$ cat src/pkg/rspm_pkg.sv
package rspm_pkg;
    // interface mode encoding {iface_mode_bit1, iface_mode_bit0}
    localparam logic [1:0] IFACE_I2C = 2'h0;
    localparam logic [1:0] IFACE_SPI_SLAVE = 2'h1;
    localparam logic [1:0] IFACE_SPI_MASTER = 2'h2;
    localparam logic [1:0] IFACE_RESERVED = 2'h3;
    // reset values
    localparam logic [2:0] AUTO_CFG_RST = 3'h0;
    localparam logic [1:0] IFACE_RST = 2'h0;
    localparam logic FTEST_RST = 1'b0;
    localparam logic [3:0] GPIO_LATCH_RST = 4'h0;
    localparam logic [3:0] GPIO_SYNC_RST = 4'h0;
    localparam logic [3:0] GPIO_VAL_RST = 4'h0;
    localparam logic [3:0] GPIO_OE_N_RST = 4'hF;
    localparam logic CS_DRIVE_RST = 1'b0;
    localparam logic CS_VAL_RST = 1'b1;
    // gpio config field layout: bit 1 = output enable, bit 0 = output value
    localparam int CFG_OE_BIT = 1;
    localparam int CFG_VAL_BIT = 0;
    localparam int NUM_GPIO = 4;
    typedef enum logic [1:0] {
        RSPM_ST_CAPTURE,
        RSPM_ST_AUTOCFG,
        RSPM_ST_RUN
    } rspm_state_t;
endpackage

$ cat src/rtl/rspm_strap_mux.sv
`timescale 1ns/1ns
// Behaviour
// RULE_01: after reset the three auto-configure pins work as gpio pins 0 to 2.
// RULE_02: gpio 0 and 1 set by config reg 1; gpio 2 by gpio_pin_2_config field.
// RULE_03: each gpio pin reports a real-time and a latched status bit.
// RULE_04: test/gpio_pin_3 is sampled as factory_test_strap at reset release.
// RULE_05: factory test mode entered when that strap is sampled high.
// RULE_06: after reset the test pin is gpio_pin_3, set by gpio_pin_3_config field.
// RULE_07: chip-select pin is sampled as iface_mode_bit0 at reset release.
// RULE_08: as spi slave, an external master drives spi_select_n low.
// RULE_09: as spi master, device drives spi_select_n low during auto-configuration.
// RULE_10: after auto-configuration, spi master stops driving spi_select_n, pin is input.
// RULE_11: while rst_n is low all logic holds default values.
// RULE_12: gpio pins 0 to 2 are sampled as auto_config_select at reset release.
// RULE_13: captured straps stay unchanged until the next reset.
module rspm_strap_mux (
    input wire logic core_clk,
    input wire logic rst_n,
    input wire logic clk_en,
    input wire logic [3:0] gpio_pin_in,
    output logic [3:0] gpio_pin_out,
    output logic [3:0] gpio_pin_oe_n,
    input wire logic spi_select_n_in,
    output logic spi_select_n_out,
    output logic spi_select_n_oe_n,
    input wire logic iface_mode_bit1,
    input wire logic [3:0] gpio_config_reg_1,
    input wire logic [1:0] gpio_pin_2_config,
    input wire logic [1:0] gpio_pin_3_config,
    input wire logic autocfg_busy,
    input wire logic autocfg_done,
    input wire logic latch_clear,
    output logic [2:0] auto_config_select,
    output logic [1:0] iface_mode,
    output logic factory_test_mode,
    output logic straps_valid,
    output logic autocfg_active,
    output logic spi_select_n_slave,
    output logic [3:0] gpio_status_rt,
    output logic [3:0] gpio_status_latched
);

    ////////////////////////////////////////////////////////////////////////////
    rspm_pkg::rspm_state_t state_reg, state_next;
    logic [2:0] acs_reg, acs_next;
    logic [1:0] ifm_reg, ifm_next;
    logic ftest_reg, ftest_next;
    logic [3:0] rt_reg, rt_next;
    logic [3:0] lat_reg, lat_next;
    logic cs_drive_reg, cs_drive_next;
    logic cs_val_reg, cs_val_next;
    logic [3:0] drv_val_reg, drv_val_next;
    logic [3:0] drv_oe_n_reg, drv_oe_n_next;
    logic [1:0] mode_strap;
    logic capture_now;
    logic [1:0] pin_cfg [rspm_pkg::NUM_GPIO];

    assign pin_cfg[0] = gpio_config_reg_1[1:0]; // see RULE_02
    assign pin_cfg[1] = gpio_config_reg_1[3:2]; // see RULE_02
    assign pin_cfg[2] = gpio_pin_2_config; // see RULE_02
    assign pin_cfg[3] = gpio_pin_3_config; // see RULE_06

    // the chip-select pin doubles as the low mode strap until capture
    assign mode_strap = {iface_mode_bit1, spi_select_n_in}; // see RULE_07
    assign capture_now = (state_reg == rspm_pkg::RSPM_ST_CAPTURE);

    ////////////////////////////////////////////////////////////////////////////
    // the first enabled edge after release captures the straps; rst_n itself
    // cannot be a data input under async reset, so this edge stands in for it
    always_comb begin
        state_next = state_reg;
        case (state_reg)
            rspm_pkg::RSPM_ST_CAPTURE: begin
                if (mode_strap == rspm_pkg::IFACE_SPI_MASTER) begin
                    state_next = rspm_pkg::RSPM_ST_AUTOCFG;
                end else begin
                    state_next = rspm_pkg::RSPM_ST_RUN;
                end
            end
            rspm_pkg::RSPM_ST_AUTOCFG: begin
                // a done pulse in any other state is ignored
                if (autocfg_done) begin
                    state_next = rspm_pkg::RSPM_ST_RUN; // see RULE_10
                end
            end
            rspm_pkg::RSPM_ST_RUN: begin
                // only a reset leaves this state
                state_next = rspm_pkg::RSPM_ST_RUN; // see RULE_13
            end
            default: begin
                state_next = rspm_pkg::RSPM_ST_RUN;
            end
        endcase
    end

    always_ff @(posedge core_clk or negedge rst_n) begin
        if (!rst_n) begin // see RULE_11
            state_reg <= rspm_pkg::RSPM_ST_CAPTURE;
        end else if (clk_en) begin
            state_reg <= state_next;
        end
    end

    ////////////////////////////////////////////////////////////////////////////
    // straps: loaded once in the capture state, frozen until the next reset
    always_comb begin
        acs_next = acs_reg;
        ifm_next = ifm_reg;
        ftest_next = ftest_reg;
        if (capture_now) begin
            acs_next = gpio_pin_in[2:0]; // see RULE_12
            ftest_next = gpio_pin_in[3]; // see RULE_04
            ifm_next = mode_strap; // see RULE_07
        end
    end

    always_ff @(posedge core_clk or negedge rst_n) begin
        if (!rst_n) begin // see RULE_11
            acs_reg <= rspm_pkg::AUTO_CFG_RST;
            ifm_reg <= rspm_pkg::IFACE_RST;
            ftest_reg <= rspm_pkg::FTEST_RST;
        end else if (clk_en) begin
            acs_reg <= acs_next;
            ifm_reg <= ifm_next;
            ftest_reg <= ftest_next;
        end
    end

    ////////////////////////////////////////////////////////////////////////////
    // chip-select ownership: taken at capture in master mode, handed back
    // for good on the done pulse
    always_comb begin
        cs_drive_next = cs_drive_reg;
        cs_val_next = !autocfg_busy; // see RULE_09
        if (capture_now) begin
            cs_drive_next = (mode_strap == rspm_pkg::IFACE_SPI_MASTER); // see RULE_09
        end else if (state_reg != rspm_pkg::RSPM_ST_AUTOCFG) begin
            cs_drive_next = 1'b0;
        end else if (autocfg_done) begin
            cs_drive_next = 1'b0; // see RULE_10
        end
    end

    always_ff @(posedge core_clk or negedge rst_n) begin
        if (!rst_n) begin
            cs_drive_reg <= rspm_pkg::CS_DRIVE_RST;
            cs_val_reg <= rspm_pkg::CS_VAL_RST;
        end else if (clk_en) begin
            cs_drive_reg <= cs_drive_next;
            cs_val_reg <= cs_val_next;
        end
    end

    ////////////////////////////////////////////////////////////////////////////
    // status: latched bit records a high seen since the last clear
    always_comb begin
        rt_next = gpio_pin_in; // see RULE_03
        lat_next = lat_reg;
        if (latch_clear) begin
            lat_next = rspm_pkg::GPIO_LATCH_RST;
        end
        // a pin high in the clear cycle stays latched: the set wins
        lat_next = lat_next | gpio_pin_in; // see RULE_03
    end

    always_ff @(posedge core_clk or negedge rst_n) begin
        if (!rst_n) begin
            rt_reg <= rspm_pkg::GPIO_SYNC_RST;
            lat_reg <= rspm_pkg::GPIO_LATCH_RST;
        end else if (clk_en) begin
            rt_reg <= rt_next;
            lat_reg <= lat_next;
        end
    end

    ////////////////////////////////////////////////////////////////////////////
    // pin drivers: value and enable both come from flip-flops, so a config
    // change never puts a stale value on a pad for one cycle
    genvar gi;
    generate
        for (gi = 0; gi < rspm_pkg::NUM_GPIO; gi++) begin : g_pin
            // a pin stays an input while straps are sampled, never overdriving one
            assign drv_val_next[gi] = pin_cfg[gi][rspm_pkg::CFG_VAL_BIT]; // see RULE_02
            assign drv_oe_n_next[gi] = (state_next == rspm_pkg::RSPM_ST_CAPTURE)
                || !pin_cfg[gi][rspm_pkg::CFG_OE_BIT]; // see RULE_01
        end
    endgenerate

    always_ff @(posedge core_clk or negedge rst_n) begin
        if (!rst_n) begin // see RULE_11
            drv_val_reg <= rspm_pkg::GPIO_VAL_RST;
            drv_oe_n_reg <= rspm_pkg::GPIO_OE_N_RST;
        end else if (clk_en) begin
            drv_val_reg <= drv_val_next;
            drv_oe_n_reg <= drv_oe_n_next;
        end
    end

    ////////////////////////////////////////////////////////////////////////////
    // the chip select is driven only while auto-configuration owns it
    assign spi_select_n_out = cs_val_reg; // see RULE_09
    assign spi_select_n_oe_n = !cs_drive_reg; // see RULE_10

    // as slave the external master owns the pin; elsewhere the pin reads idle
    always_comb begin
        if ((ifm_reg == rspm_pkg::IFACE_SPI_SLAVE)
            && (state_reg == rspm_pkg::RSPM_ST_RUN)) begin
            spi_select_n_slave = spi_select_n_in; // see RULE_08
        end else begin
            spi_select_n_slave = 1'b1;
        end
    end

    ////////////////////////////////////////////////////////////////////////////
    assign gpio_pin_out = drv_val_reg; // see RULE_02
    assign gpio_pin_oe_n = drv_oe_n_reg; // see RULE_01
    assign auto_config_select = acs_reg; // see RULE_12
    assign iface_mode = ifm_reg; // see RULE_07
    assign factory_test_mode = ftest_reg; // see RULE_05
    assign straps_valid = !capture_now;
    assign autocfg_active = cs_drive_reg;
    assign gpio_status_rt = rt_reg;
    assign gpio_status_latched = lat_reg;

endmodule

$ cat config.mk
export PLATFORM = sky130hd
export DESIGN_NAME = rspm_strap_mux
export DESIGN_NICKNAME = d
export VERILOG_FILES = /design/src/pkg/rspm_pkg.sv /design/src/rtl/rspm_strap_mux.sv
export SDC_FILE = /design/constraint.sdc
export NUM_CORES = 1
export LEC_CHECK = 0
export BUFFER_PORTS_ARGS = -buffer_cell sky130_fd_sc_hd__buf_2
export CORE_UTILIZATION = 45
export DETAILED_ROUTE_END_ITERATION = 7
export PLACE_DENSITY = 0.83
export RECOVER_POWER = 100
export SLEW_MARGIN = 20
export SYNTH_ARGS = -nofsm -noshare
export SYNTH_HDL_FRONTEND = slang
export SYNTH_SLANG_ARGS = --single-unit
$ cat constraint.sdc
create_clock -name core_clk -period 1.81 [get_ports core_clk]
set_clock_uncertainty 0.1 [all_clocks]
set_input_delay 0.181 -clock core_clk [delete_from_list [all_inputs] [get_ports core_clk]]
set_output_delay 0.181 -clock core_clk [all_outputs]
set_load 0.1 [all_outputs]
Yosys cells after proc, flatten, opt, wreduce, memory -nomap -nowiden
Index checks and enable logic that the tools add are counted.

storage, ports and cells
  register bits after elaboration = 26
  input bits = 20

operators by class
  equal/unequal tests = 5
  multiplexer cells = 8
  bitwise gates (word level) = 1
  reductions and logical operators = 17

operators by type and width
  kind                                                  count
  zero test 1 bit                                       7
  equality test 2 x 1 -> 1 bit (second input constant)  2
  equality test 2 bit (second input constant)           2
  zero test 2 bit                                       2
  logical OR 1 bit                                      4
  two-way mux 1 bit                                     4
  two-way mux 2 bit                                     2
  two-way mux 4 bit                                     1
  OR 4 bit                                              1
  case mux 2 bit (2 select lines)                       1
  AND reduction 2 bit                                   2
  nonzero test 3 bit                                    1
  != test 2 x 1 -> 1 bit (second input constant)        1
  logical AND 1 bit                                     1

Logic depth before layout (Yosys ltp)
Gate-level depths: netlist (run 1).

  depth in word-level cells = 5
  depth in mapped cells = 3

Least setup slack after synthesis (run 1)
No wires, ideal clock.

  kind = register to output
  from = reg ifm_reg[0], in the netlist iface_mode[0]
  to = out spi_select_n_slave
  arrival time = 1.734 ns
  path slack = -0.205 ns
  stages on the path, launching flop included = 2
  path buffers = 0
  cells stage by stage = dfrtp_1 -> nand2_1

on the way
  cells in the longest elaborated chain, start to end = 3

RTL lines
  what                          RTL line               text
  from (decl)                   rspm_strap_mux.sv:46   logic [1:0] ifm_reg, ifm_next;
  from (signal assigned)        rspm_strap_mux.sv:120  ifm_reg <= rspm_pkg::IFACE_RST;
  from (signal assigned)        rspm_strap_mux.sv:124  ifm_reg <= ifm_next;
  equality test 2 x 1 -> 1 bit  rspm_strap_mux.sv:206  if ((ifm_reg == rspm_pkg::IFACE_SPI_SLAVE)
  logical AND 1 bit             rspm_strap_mux.sv:207  && (state_reg == rspm_pkg::RSPM_ST_RUN)) begin
  two-way mux 1 bit             rspm_strap_mux.sv:206
  to (decl)                     rspm_strap_mux.sv:38   output logic spi_select_n_slave,

Every way passes these cells.

Worst setup path in the final report (run 1)
  from = reg state_reg[0]
  to = out straps_valid

on the way
  cells in the longest elaborated chain, start to end = 2

RTL lines
  what                    RTL line               text
  from (decl)             rspm_strap_mux.sv:44   rspm_pkg::rspm_state_t state_reg, state_next;
  from (signal assigned)  rspm_strap_mux.sv:98   state_reg <= rspm_pkg::RSPM_ST_CAPTURE;
  from (signal assigned)  rspm_strap_mux.sv:100  state_reg <= state_next;
  zero test 2 bit         rspm_strap_mux.sv:65   assign capture_now = (state_reg == rspm_pkg::RSPM_ST_CAPTURE);
  zero test 1 bit         rspm_strap_mux.sv:220  assign straps_valid = !capture_now;
  to (decl)               rspm_strap_mux.sv:36   output logic straps_valid,

Every way passes these cells.

==> results.py, run 1 <==
metrics = {
    "sta": {
        "relSlewSlack_pct": 26.61,
        "fin_crit_ns": 1.740,
        "hold_violations": 0,
        "period_share_pct": 96.14,
        "clock.fmax_mhz": 574.7,
        "finalSetupViolCount": 0,
        "timing.hold.ws_ns": 0.01667,
        "slew_violations": 0,
        "tightestPinTransition_ns": 1.101,
        "rsz0062_at_grt": "false",
    },
    "yosys": {
        "synth_edf_count": 0,
        "synth_seq_cells": 26,
        "synth_area_sq_um": 1044,
        "syn_area_per_cell_sq_um": 14.70,
        "synth_area_leader_cell": "dfrtp_1",
        "seq_area_frac_synth_pct": 62.95,
        "yosys-top-cells-count": "dfrtp_1 (21), mux2_2 (14), inv_1 (6)",
        "synth_top_area_share_pct": 50.36,
        "yosysMostFrequentCell": "dfrtp_1",
        "syn_nets": 91,
        "syn_inst": 71,
        "yosysWarnings": 0,
        "ys_async_sr_fraction_pct": 100.0,
        "synth_area_leaders": "dfrtp_1 (50%), mux2_2 (15%), dfstp_2 (13%), mux2i_1 (4.8%), a22o_1 (4.2%)",
        "synth_cell_type_count": 18,
        "synth_ff_type": "dfrtp_1",
    },
    "grt": {
        "grtUsageTotal_pct": 19.60,
        "grt_max_degree": 27,
        "antenna_found_initial": 0,
        "grt_pass1_wl_um": 3650,
        "grt_pass1_vias": 770,
        "grt.overflow.total": 0,
    },
    "cells_and_area": {
        "fin_area_sq_um": 1474,
        "multi_input_area_sq_um": 365.4,
        "syn_to_final_growth_pct": 41.25,
        "fillers": 155,
        "drive_above_1_share_pct": 59.23,
        "utilization_pct": 67.28,
        "regArea_sq_um": 659.4,
        "final_cells": 158,
        "antenna_cells": 0,
        "nets": 151,
    },
    "status": {
        "status": "complete, but fails checks",
        "violations": "DRC",
    },
    "power_and_ir_drop": {
        "p_int_mw": 1.006,
        "p_clk_share_pct": 21.3,
        "combPwrFrac_pct": 40.2,
        "power_mw": 1.805,
        "ir_worst_vdd_uv": 1089,
        "p_switching_uw": 799.3,
        "power_density_nw_per_um2": 1225,
        "sw_frac_of_total_pct": 44.27,
        "seqPwrFrac_pct": 38.5,
        "p_leak_nw": 0.7314,
    },
    "clocking": {
        "cts_tree": "done",
        "cts_buffers": 3,
        "clock_path_buffers": 2,
        "clkLatencyLatePin_ns": 0.31,
        "cts.sinks": 26,
        "clk_pin_slew_ns": 0.14,
        "clock-root-buffer": "clkbuf_4",
        "h-tree-depth": 1,
    },
    "placement": {
        "hpwl_um": 1568,
        "numPortBuffers": 46,
        "placed_area_sq_um": 1314,
        "dp.cells": 144,
        "gp_congestion": 0.7067,
    },
    "floorplanning": {
        "ios": 47,
        "die-width_um": 50.16,
        "rows": 17,
        "die-area_sq_um": 2516,
        "core_sq_um": 2191,
        "start_util_pct": 47.63,
        "die_h_um": 50.16,
    },
    "worst_setup_path": {
        "cp_data_arrival_time_ns": 1.46,
        "r2r_slack_ns": 0.17,
        "crit_path_start": "state_reg[0]$_DFFE_PN0P_",
        "rr_startpoint": "state_reg[0]$_DFFE_PN0P_",
        "r2r_end": "auto_config_select[1]$_DFFE_PN0P_",
        "critical_path_required_ns": 1.53,
        "start_kind": "flip-flop",
        "rr_worst_depth": 2,
        "critPathKind": "reg -> out",
        "worstSetupEndpointType": "output pin",
        "cp_max_fo": 7,
    },
    "drt": {
        "drc": 2,
        "drt-initial-drc-count": 7,
        "wirelength_um": 2255,
        "ant_nets": 0,
        "wl_per_cell_um": 14.27,
        "vias": 773,
        "dr.pass1.iters": 6,
        "vias_per_cell": 4.892,
    },
    "run": {
        "max_cap_viol_count": 0,
    },
    "hold_path": {
        "hold_class": "in -> reg",
        "whs_path_depth": 2,
        "worst_hold_path.endpoint": "gpio_status_latched[1]$_DFFE_PN0P_",
        "worstHoldStart": "gpio_pin_in[1]",
    },
}
[area by class of cell]
class                           count  area share, %
Timing Repair Buffer               57          22.75
Sequential cell                    26          44.74
Clock inverter                      1          2.037
Multi-Input combinational cell     37          24.79
Clock buffer                        3          1.528
Tap cell                           28          2.377
Inverter                            6          1.783
[per-layer routing]
metal	up-vias	track usage [%]	share of wire [%]	wire length (um)
met5	-	0	0	0
met4	0	7.619	2.0	45
met3	4	2.121	2.9	65
met2	21	34.89	54	1222
met1	384	24.05	41	921
li1	364	-	-	-
[cells by family (layout without fill, tap and decap cells)]
| family | after synthesis | after routing | share of synthesized area (%) |
|---|---|---|---|
| flip-flops | 26 | 26 | 62.95 |
| multiplexers | 19 | 19 | 19.90 |
| AND/OR/NAND/NOR | 10 | 10 | 7.675 |
| AO/OA/AOI/OAI | 8 | 8 | 6.355 |
| buffers and inverters | 8 | 67 | 3.117 |
[power by group through the flow]
| stage | logic, mW | registers, mW | clock network (mW) |
|---|---|---|---|
| 3_3_place_gp | 0.700 | 0.697 | 0 |
| 5_1_grt | 0.747 | 0.704 | 0.417 |
| 4_1_cts | 0.728 | 0.689 | 0.398 |
| 6_report | 0.725 | 0.696 | 0.385 |
| 2_1_floorplan | 0.0965 | 1.18 | 0 |
| 3_5_place_dp | 0.709 | 0.700 | 0 |
[worst max path at each step]
stage | endpoint | slack, ns | cells after the start
floorplan | spi_select_n_slave | -0.03 | 2
global placement | spi_select_n_slave | 0.36 | 3
detailed placement | spi_select_n_slave | 0.32 | 3
CTS | spi_select_n_slave | 0.04 | 3
global route | straps_valid | 0.02 | 2
finish | straps_valid | 0.07 | 2
[worst max-delay path: stages, from the launching register on]
cell and delay, ns:
dfrtp_2 0.48, or2_2 0.30, clkbuf_2 0.37
[through the flow]
step	worst slack, ns	setup TNS [ns]
floorplan	-0.02907	-0.02907
global placement	0.3618	0
detailed placement	0.3220	0
CTS	0.04087	0
global route	0.01962	0
finish	0.06981	0
[placed cells by master (no fill, tap or decap), drive strengths merged, types with 2 or more instances in the layout]
| master | count |
|---|---|
| clkbuf | 33 |
| dfrtp | 21 |
| buf | 17 |
| mux2 | 14 |
| dlygate4sd3 | 10 |
| inv | 5 |
| mux2i | 5 |
| a22o | 5 |
| dfstp | 5 |
| nor2b | 2 |
| nand2 | 2 |
[repair_timing]
| item | CTS | global route |
|---|---|---|
| endpoints found under the setup margin | 1 | 1 |
| gates cloned | 0 | 0 |
| gates resized for setup | 1 | 3 |
| setup buffers | 0 | 0 |
| hold endpoints to repair | 30 | 0 |
| hold buffers | 10 | 0 |
(Power assumes the default switching activity.)
==> inputs of run 2 (changes only) <==
CORE_UTILIZATION = 48   (was 45)
CTS_BUF_LIST = sky130_fd_sc_hd__clkbuf_16   (was not set)
PLACE_DENSITY = not set   (was 0.83)
PLACE_DENSITY_LB_ADDON = 0.15   (was not set)
clock period = 2.06 ns   (was 1.81 ns; I/O delays follow)
==> run 2 against run 1 <==
Effect of this change: the flow now finishes without violations; first-iteration DRC count decreased by 86%; register-to-register slack better by 0.29 ns; global-route usage down 0.54 points; final cell count shrank 3.2%; combinational power shrank 16%; cell area decreased by 2.5%; worst hold slack better by 0.062 ns; non-clock buffer count fell by 4; sequential power shrank 13%; largest power group unchanged; highest routed layer unchanged.
==> results.py, run 2 (synthesis results as in run 1) <==
metrics = {
    "sta": {
        "fin_ws_ns": 0.2542,
        "fin_tns_setup_ns": 0,
        "fin_crit_ns": 1.806,
        "clock.fmax_mhz": 553.8,
        "slew_violations": 0,
        "period_share_pct": 87.66,
        "rsz0062_at_grt": "false",
        "hold_violations": 0,
        "timing.hold.ws_ns": 0.07830,
        "finalSetupViolCount": 0,
        "tightestPinTransition_ns": 1.175,
        "relSlewSlack_pct": 22.01,
    },
    "cells_and_area": {
        "regArea_sq_um": 656.9,
        "fin_area_sq_um": 1436,
        "syn_to_final_growth_pct": 37.65,
        "final_common_cell": "dfrtp_1",
        "nets": 147,
        "antenna_cells": 0,
        "final_cell_mix": "dfrtp_1 (21), clkbuf_1 (20), buf_2 (18), mux2_2 (14), clkbuf_2 (9)",
        "drive_above_1_share_pct": 42.86,
        "utilization_pct": 71.75,
        "fillers": 163,
        "multi_input_area_sq_um": 347.8,
    },
    "drt": {
        "vias": 773,
        "ant_nets": 0,
        "maxUsedRoutingLayer": "met4",
        "wl_per_cell_um": 13.14,
        "dr.pass1.iters": 2,
        "m1WireLength_um": 892,
        "wirelength_um": 2010,
        "drc": 0,
        "met2WireLength_um": 990,
        "vias_per_cell": 5.052,
        "drt-initial-drc-count": 1,
        "wl_met3_um": 115,
    },
    "placement": {
        "numPortBuffers": 46,
        "placed_area_sq_um": 1305,
        "gp_congestion": 0.7481,
        "hpwl_um": 1425,
        "place_ws_ns": 0.5980,
    },
    "worst_setup_path": {
        "cp_data_arrival_time_ns": 1.50,
        "cp_max_fo": 4,
        "critPathTopFamily": "buffers and inverters",
        "worstSetupEndpointType": "output pin",
        "slowest_stage": "clkbuf_1",
        "critical_path_required_ns": 1.75,
        "path_cells": "clkbuf_1",
        "start_kind": "flip-flop",
        "rr_startpoint": "state_reg[0]$_DFFE_PN0P_",
        "critPathBufInv": 1,
        "crit_path_start": "autocfg_active$_DFFE_PN0P_",
        "critPathKind": "reg -> out",
        "slowest_delay_ns": 0.87,
    },
    "power_and_ir_drop": {
        "ir_worst_vdd_uv": 850.7,
        "p_leak_nw": 0.6735,
        "power_density_nw_per_um2": 1230,
    },
    "grt": {
        "antenna_found_initial": 0,
        "grt_pass1_vias": 735,
        "grt_pass1_wl_um": 3381,
        "grt.overflow.total": 0,
        "grt_max_degree": 27,
        "grtUsageTotal_pct": 19.06,
    },
    "floorplanning": {
        "rows": 16,
        "die-area_sq_um": 2364,
        "start_util_pct": 52.13,
        "die-width_um": 48.63,
        "die_h_um": 48.63,
        "ios": 47,
        "core_sq_um": 2002,
    },
    "status": {
        "status": "complete, no violations",
    },
    "clocking": {
        "cts_buffers": 3,
        "clkLatencyLatePin_ns": 0.25,
        "cts_resized": 0,
        "cts.sinks": 26,
        "clock_path_buffers": 2,
        "h-tree-depth": 1,
        "cts_setup_buffers": 0,
        "clk_pin_slew_ns": 0.06,
        "clock-root-buffer": "clkbuf_16",
        "cts_tree": "done",
    },
    "hold_path": {
        "worstHoldStart": "gpio_pin_2_config[0]",
        "hold_class": "in -> reg",
    },
    "run": {
        "max_cap_viol_count": 0,
    },
}
## run 2: cell types whose count changed in the layout (fill, tap and decap cells not counted), sizes merged
cell	delta
clkinvlp	-1
dlygate4sd3	-4
buf	+1
clkbuf	-1
inv	+1
## run 2: metal layers
layer  GRT usage [%]  vias to the layer above
li1                -                      361
met1           25.00                      381
met2           31.25                       29
met3           3.774                        2
met4           7.353                        0
met5               0                        -
## run 2: path summary, 6_finish.rpt
| kind | cells past startpoint | endpoint | slack [ns] |
|---|---|---|---|
| min in group asynchronous | 2 | factory_test_mode$_DFFE_PN0P_ | 0.39 |
| worst max register to register | 2 | auto_config_select[1]$_DFFE_PN0P_ | 0.46 |
| worst max-delay path | 1 | autocfg_active | 0.25 |
| worst min-delay path | 2 | gpio_pin_out[2]$_DFFE_PN0P_ | 0.08 |
| worst min register to register | 2 | gpio_pin_oe_n[0]$_DFFE_PN1P_ | 0.37 |
| max in group asynchronous | 2 | gpio_pin_oe_n[3]$_DFFE_PN1P_ | 1.10 |
## run 2: area by class of cell
type / count / area share (%)
sequential: 26 / 45.73
tap: 27 / 2.352
clock buffer: 3 / 5.226
multi-input combinational: 37 / 24.22
inverter: 6 / 1.568
clock inverter: 1 / 2.091
timing repair buffer: 53 / 18.82
## run 2: where the power goes
| group | total (mW) | leakage, nW | internal, mW | switching, mW |
|---|---|---|---|---|
| Combinational | 0.611 | 0.321 | 0.0929 | 0.518 |
| Clock | 0.548 | 0.0511 | 0.386 | 0.162 |
| Sequential | 0.607 | 0.301 | 0.575 | 0.0318 |
| Total | 1.77 | 0.674 | 1.05 | 0.712 |
## run 2: stage by stage
| stage | total power [mW] | instances |
|---|---|---|
| 2_1_floorplan | 1.124 | 71 |
| 3_3_place_gp | 1.225 | 143 |
| 3_5_place_dp | 1.234 | 143 |
| 4_1_cts | 1.797 | 153 |
| 5_1_grt | 1.822 | 153 |
| 6_report | 1.767 | 153 |
## run 2: what timing repair did
| action | CTS | global route |
|---|---|---|
| hold buffers | 6 | 0 |
| hold endpoints to repair | 26 | 0 |
| endpoints found under the setup margin | 0 | 0 |
==> inputs of run 3 (changes only) <==
REMOVE_ABC_BUFFERS = 1   (was not set)
clock period = 2.2 ns   (was 2.06 ns; I/O delays follow)
==> run 3 against run 2 <==
Effect of this change: combinational power decreased by 7.5%; total power decreased by 13%; register-to-register slack improved by 0.14 ns; sequential power decreased by 6.4%; wire length decreased by 1.3%; non-clock buffer count decreased by 2; worst setup slack got worse by 0.020 ns.
==> results.py, run 3 (synthesis results as in run 1) <==
metrics = {
    "status": {
        "status": "complete, no violations",
    },
    "cells_and_area": {
        "final_cell_mix": "clkbuf_1 (25), dfrtp_1 (21), buf_2 (17), mux2_2 (14), inv_1 (6)",
        "final_cells": 151,
        "drive_above_1_share_pct": 37.90,
        "final_common_cell": "clkbuf_1",
        "antenna_cells": 0,
        "nets": 145,
        "syn_to_final_growth_pct": 32.49,
        "fillers": 176,
    },
    "placement": {
        "hpwl_um": 1415,
        "dp.cells": 143,
        "numPortBuffers": 46,
        "gp_congestion": 0.7040,
    },
    "drt": {
        "drt-initial-drc-count": 1,
        "drc": 0,
        "dr.pass1.iters": 4,
        "vias": 746,
        "vias_per_cell": 4.940,
        "ant_nets": 0,
        "wirelength_um": 1983,
        "wl_per_cell_um": 13.13,
    },
    "clocking": {
        "cts_tree": "done",
        "cts.sinks": 26,
        "cts_buffers": 3,
        "cts_resized": 0,
        "h-tree-depth": 1,
        "clock_path_buffers": 2,
        "postCtsHoldBufs": 4,
        "clock-root-buffer": "clkbuf_16",
        "cts_setup_buffers": 0,
        "clkLatencyLatePin_ns": 0.25,
        "clk_pin_slew_ns": 0.06,
    },
    "floorplanning": {
        "rows": 16,
        "die-width_um": 48.63,
        "die_h_um": 48.63,
        "ios": 47,
        "core_sq_um": 2002,
        "die-area_sq_um": 2364,
        "start_util_pct": 52.13,
    },
    "grt": {
        "grt_pass1_wl_um": 3111,
        "grt_max_degree": 27,
        "grt.overflow.total": 0,
        "grtUsageTotal_pct": 17.68,
        "grt_pass1_vias": 721,
        "antenna_found_initial": 0,
    },
    "sta": {
        "fin_tns_setup_ns": 0,
        "fin_crit_ns": 1.966,
        "rsz0062_at_grt": "false",
        "relSlewSlack_pct": 10.86,
        "clock.fmax_mhz": 508.7,
        "tightestPinTransition_ns": 1.337,
        "finalSetupViolCount": 0,
        "period_share_pct": 89.36,
        "slew_violations": 0,
        "hold_violations": 0,
    },
    "run": {
        "max_cap_viol_count": 0,
    },
    "power_and_ir_drop": {
        "power_density_nw_per_um2": 1106,
        "ir_worst_vdd_uv": 671.7,
        "p_leak_nw": 0.6354,
        "power_mw": 1.529,
    },
    "worst_setup_path": {
        "slowest_delay_ns": 0.86,
        "rr_worst_depth": 2,
        "r2r_end": "iface_mode[1]$_DFFE_PN0P_",
        "critPathKind": "reg -> out",
        "critical_path_required_ns": 1.88,
        "r2r_slack_ns": 0.60,
        "cp_max_fo": 2,
        "critPathBufInv": 1,
        "cp_data_arrival_time_ns": 1.65,
        "worstSetupEndpointType": "output pin",
        "rr_startpoint": "state_reg[0]$_DFFE_PN0P_",
        "slowest_stage": "buf_1",
        "critPathTopFamily": "buffers and inverters",
        "path_cells": "buf_1",
        "start_kind": "flip-flop",
    },
    "hold_path": {
        "whs_path_depth": 2,
        "worst_hold_path.endpoint": "gpio_pin_oe_n[2]$_DFFE_PN1P_",
        "hold_class": "in -> reg",
        "worstHoldStart": "gpio_pin_2_config[1]",
    },
}
-- run 3: cell types whose count changed in the layout (fill, tap and decap cells not counted) --
cell	previous run	this run
clkbuf_1	20	25
clkbuf_2	9	4
dlygate4sd3_1	6	4
buf_1	0	1
buf_2	18	17
bufinv_16	1	0
clkinv_1	0	1
-- run 3: final cells by class --
cell class	count	area, sq um	share of cell area (%)
Timing Repair Buffer	51	242.7	17.56
Clock buffer	3	75.07	5.430
Sequential cell	26	656.9	47.51
Inverter	6	22.52	1.629
Clock inverter	1	3.754	0.2715
Tap cell	27	33.78	2.443
Multi-Input combinational cell	37	347.8	25.16
-- run 3: routing by layer --
layer  vias to the layer above  routed length [um]  track usage [%]
met5                         -                   0                0
met1                       353                 866            20.42
met3                         4                  91            2.830
li1                        361                   -                -
met4                         0                  46            10.29
met2                        28                 979            30.79
-- run 3: per-stage QoR --
step / utilization [%] / hold slack (ns) / area [sq um] / worst slack, ns
after global routing: 69.06 / 0.01267 / 1383 / 0.2009
after global placement: 65.19 / 0.1387 / 1305 / 0.7462
after floorplan: - / -0.1756 / 1033 / 0.1462
after detailed placement: 65.19 / 0.1486 / 1305 / 0.7208
final: 69.06 / 0.003542 / 1383 / 0.2342
after CTS: 71.13 / 0.007600 / 1424 / 0.4652
-- run 3: where the power goes --
group	internal (mW)	total (mW)	switching, mW
registers	0.539	0.568	0.0296
clock network	0.243	0.395	0.152
logic	0.0820	0.565	0.483
total	0.864	1.53	0.665
-- run 3: how the worst max path moves through the flow --
stage	cells past startpoint	start	slack (ns)	end
after floorplan	1	iface_mode[0]$_DFFE_PN0P_	0.15	spi_select_n_slave
after global placement	2	state_reg[0]$_DFFE_PN0P_	0.75	auto_config_select[0]$_DFFE_PN0P_
after detailed placement	2	state_reg[0]$_DFFE_PN0P_	0.72	iface_mode[1]$_DFFE_PN0P_
after CTS	3	state_reg[0]$_DFFE_PN0P_	0.47	spi_select_n_slave
after global routing	1	gpio_pin_oe_n[2]$_DFFE_PN1P_	0.20	gpio_pin_oe_n[2]
final	1	spi_select_n_out$_DFFE_PN1P_	0.23	spi_select_n_out
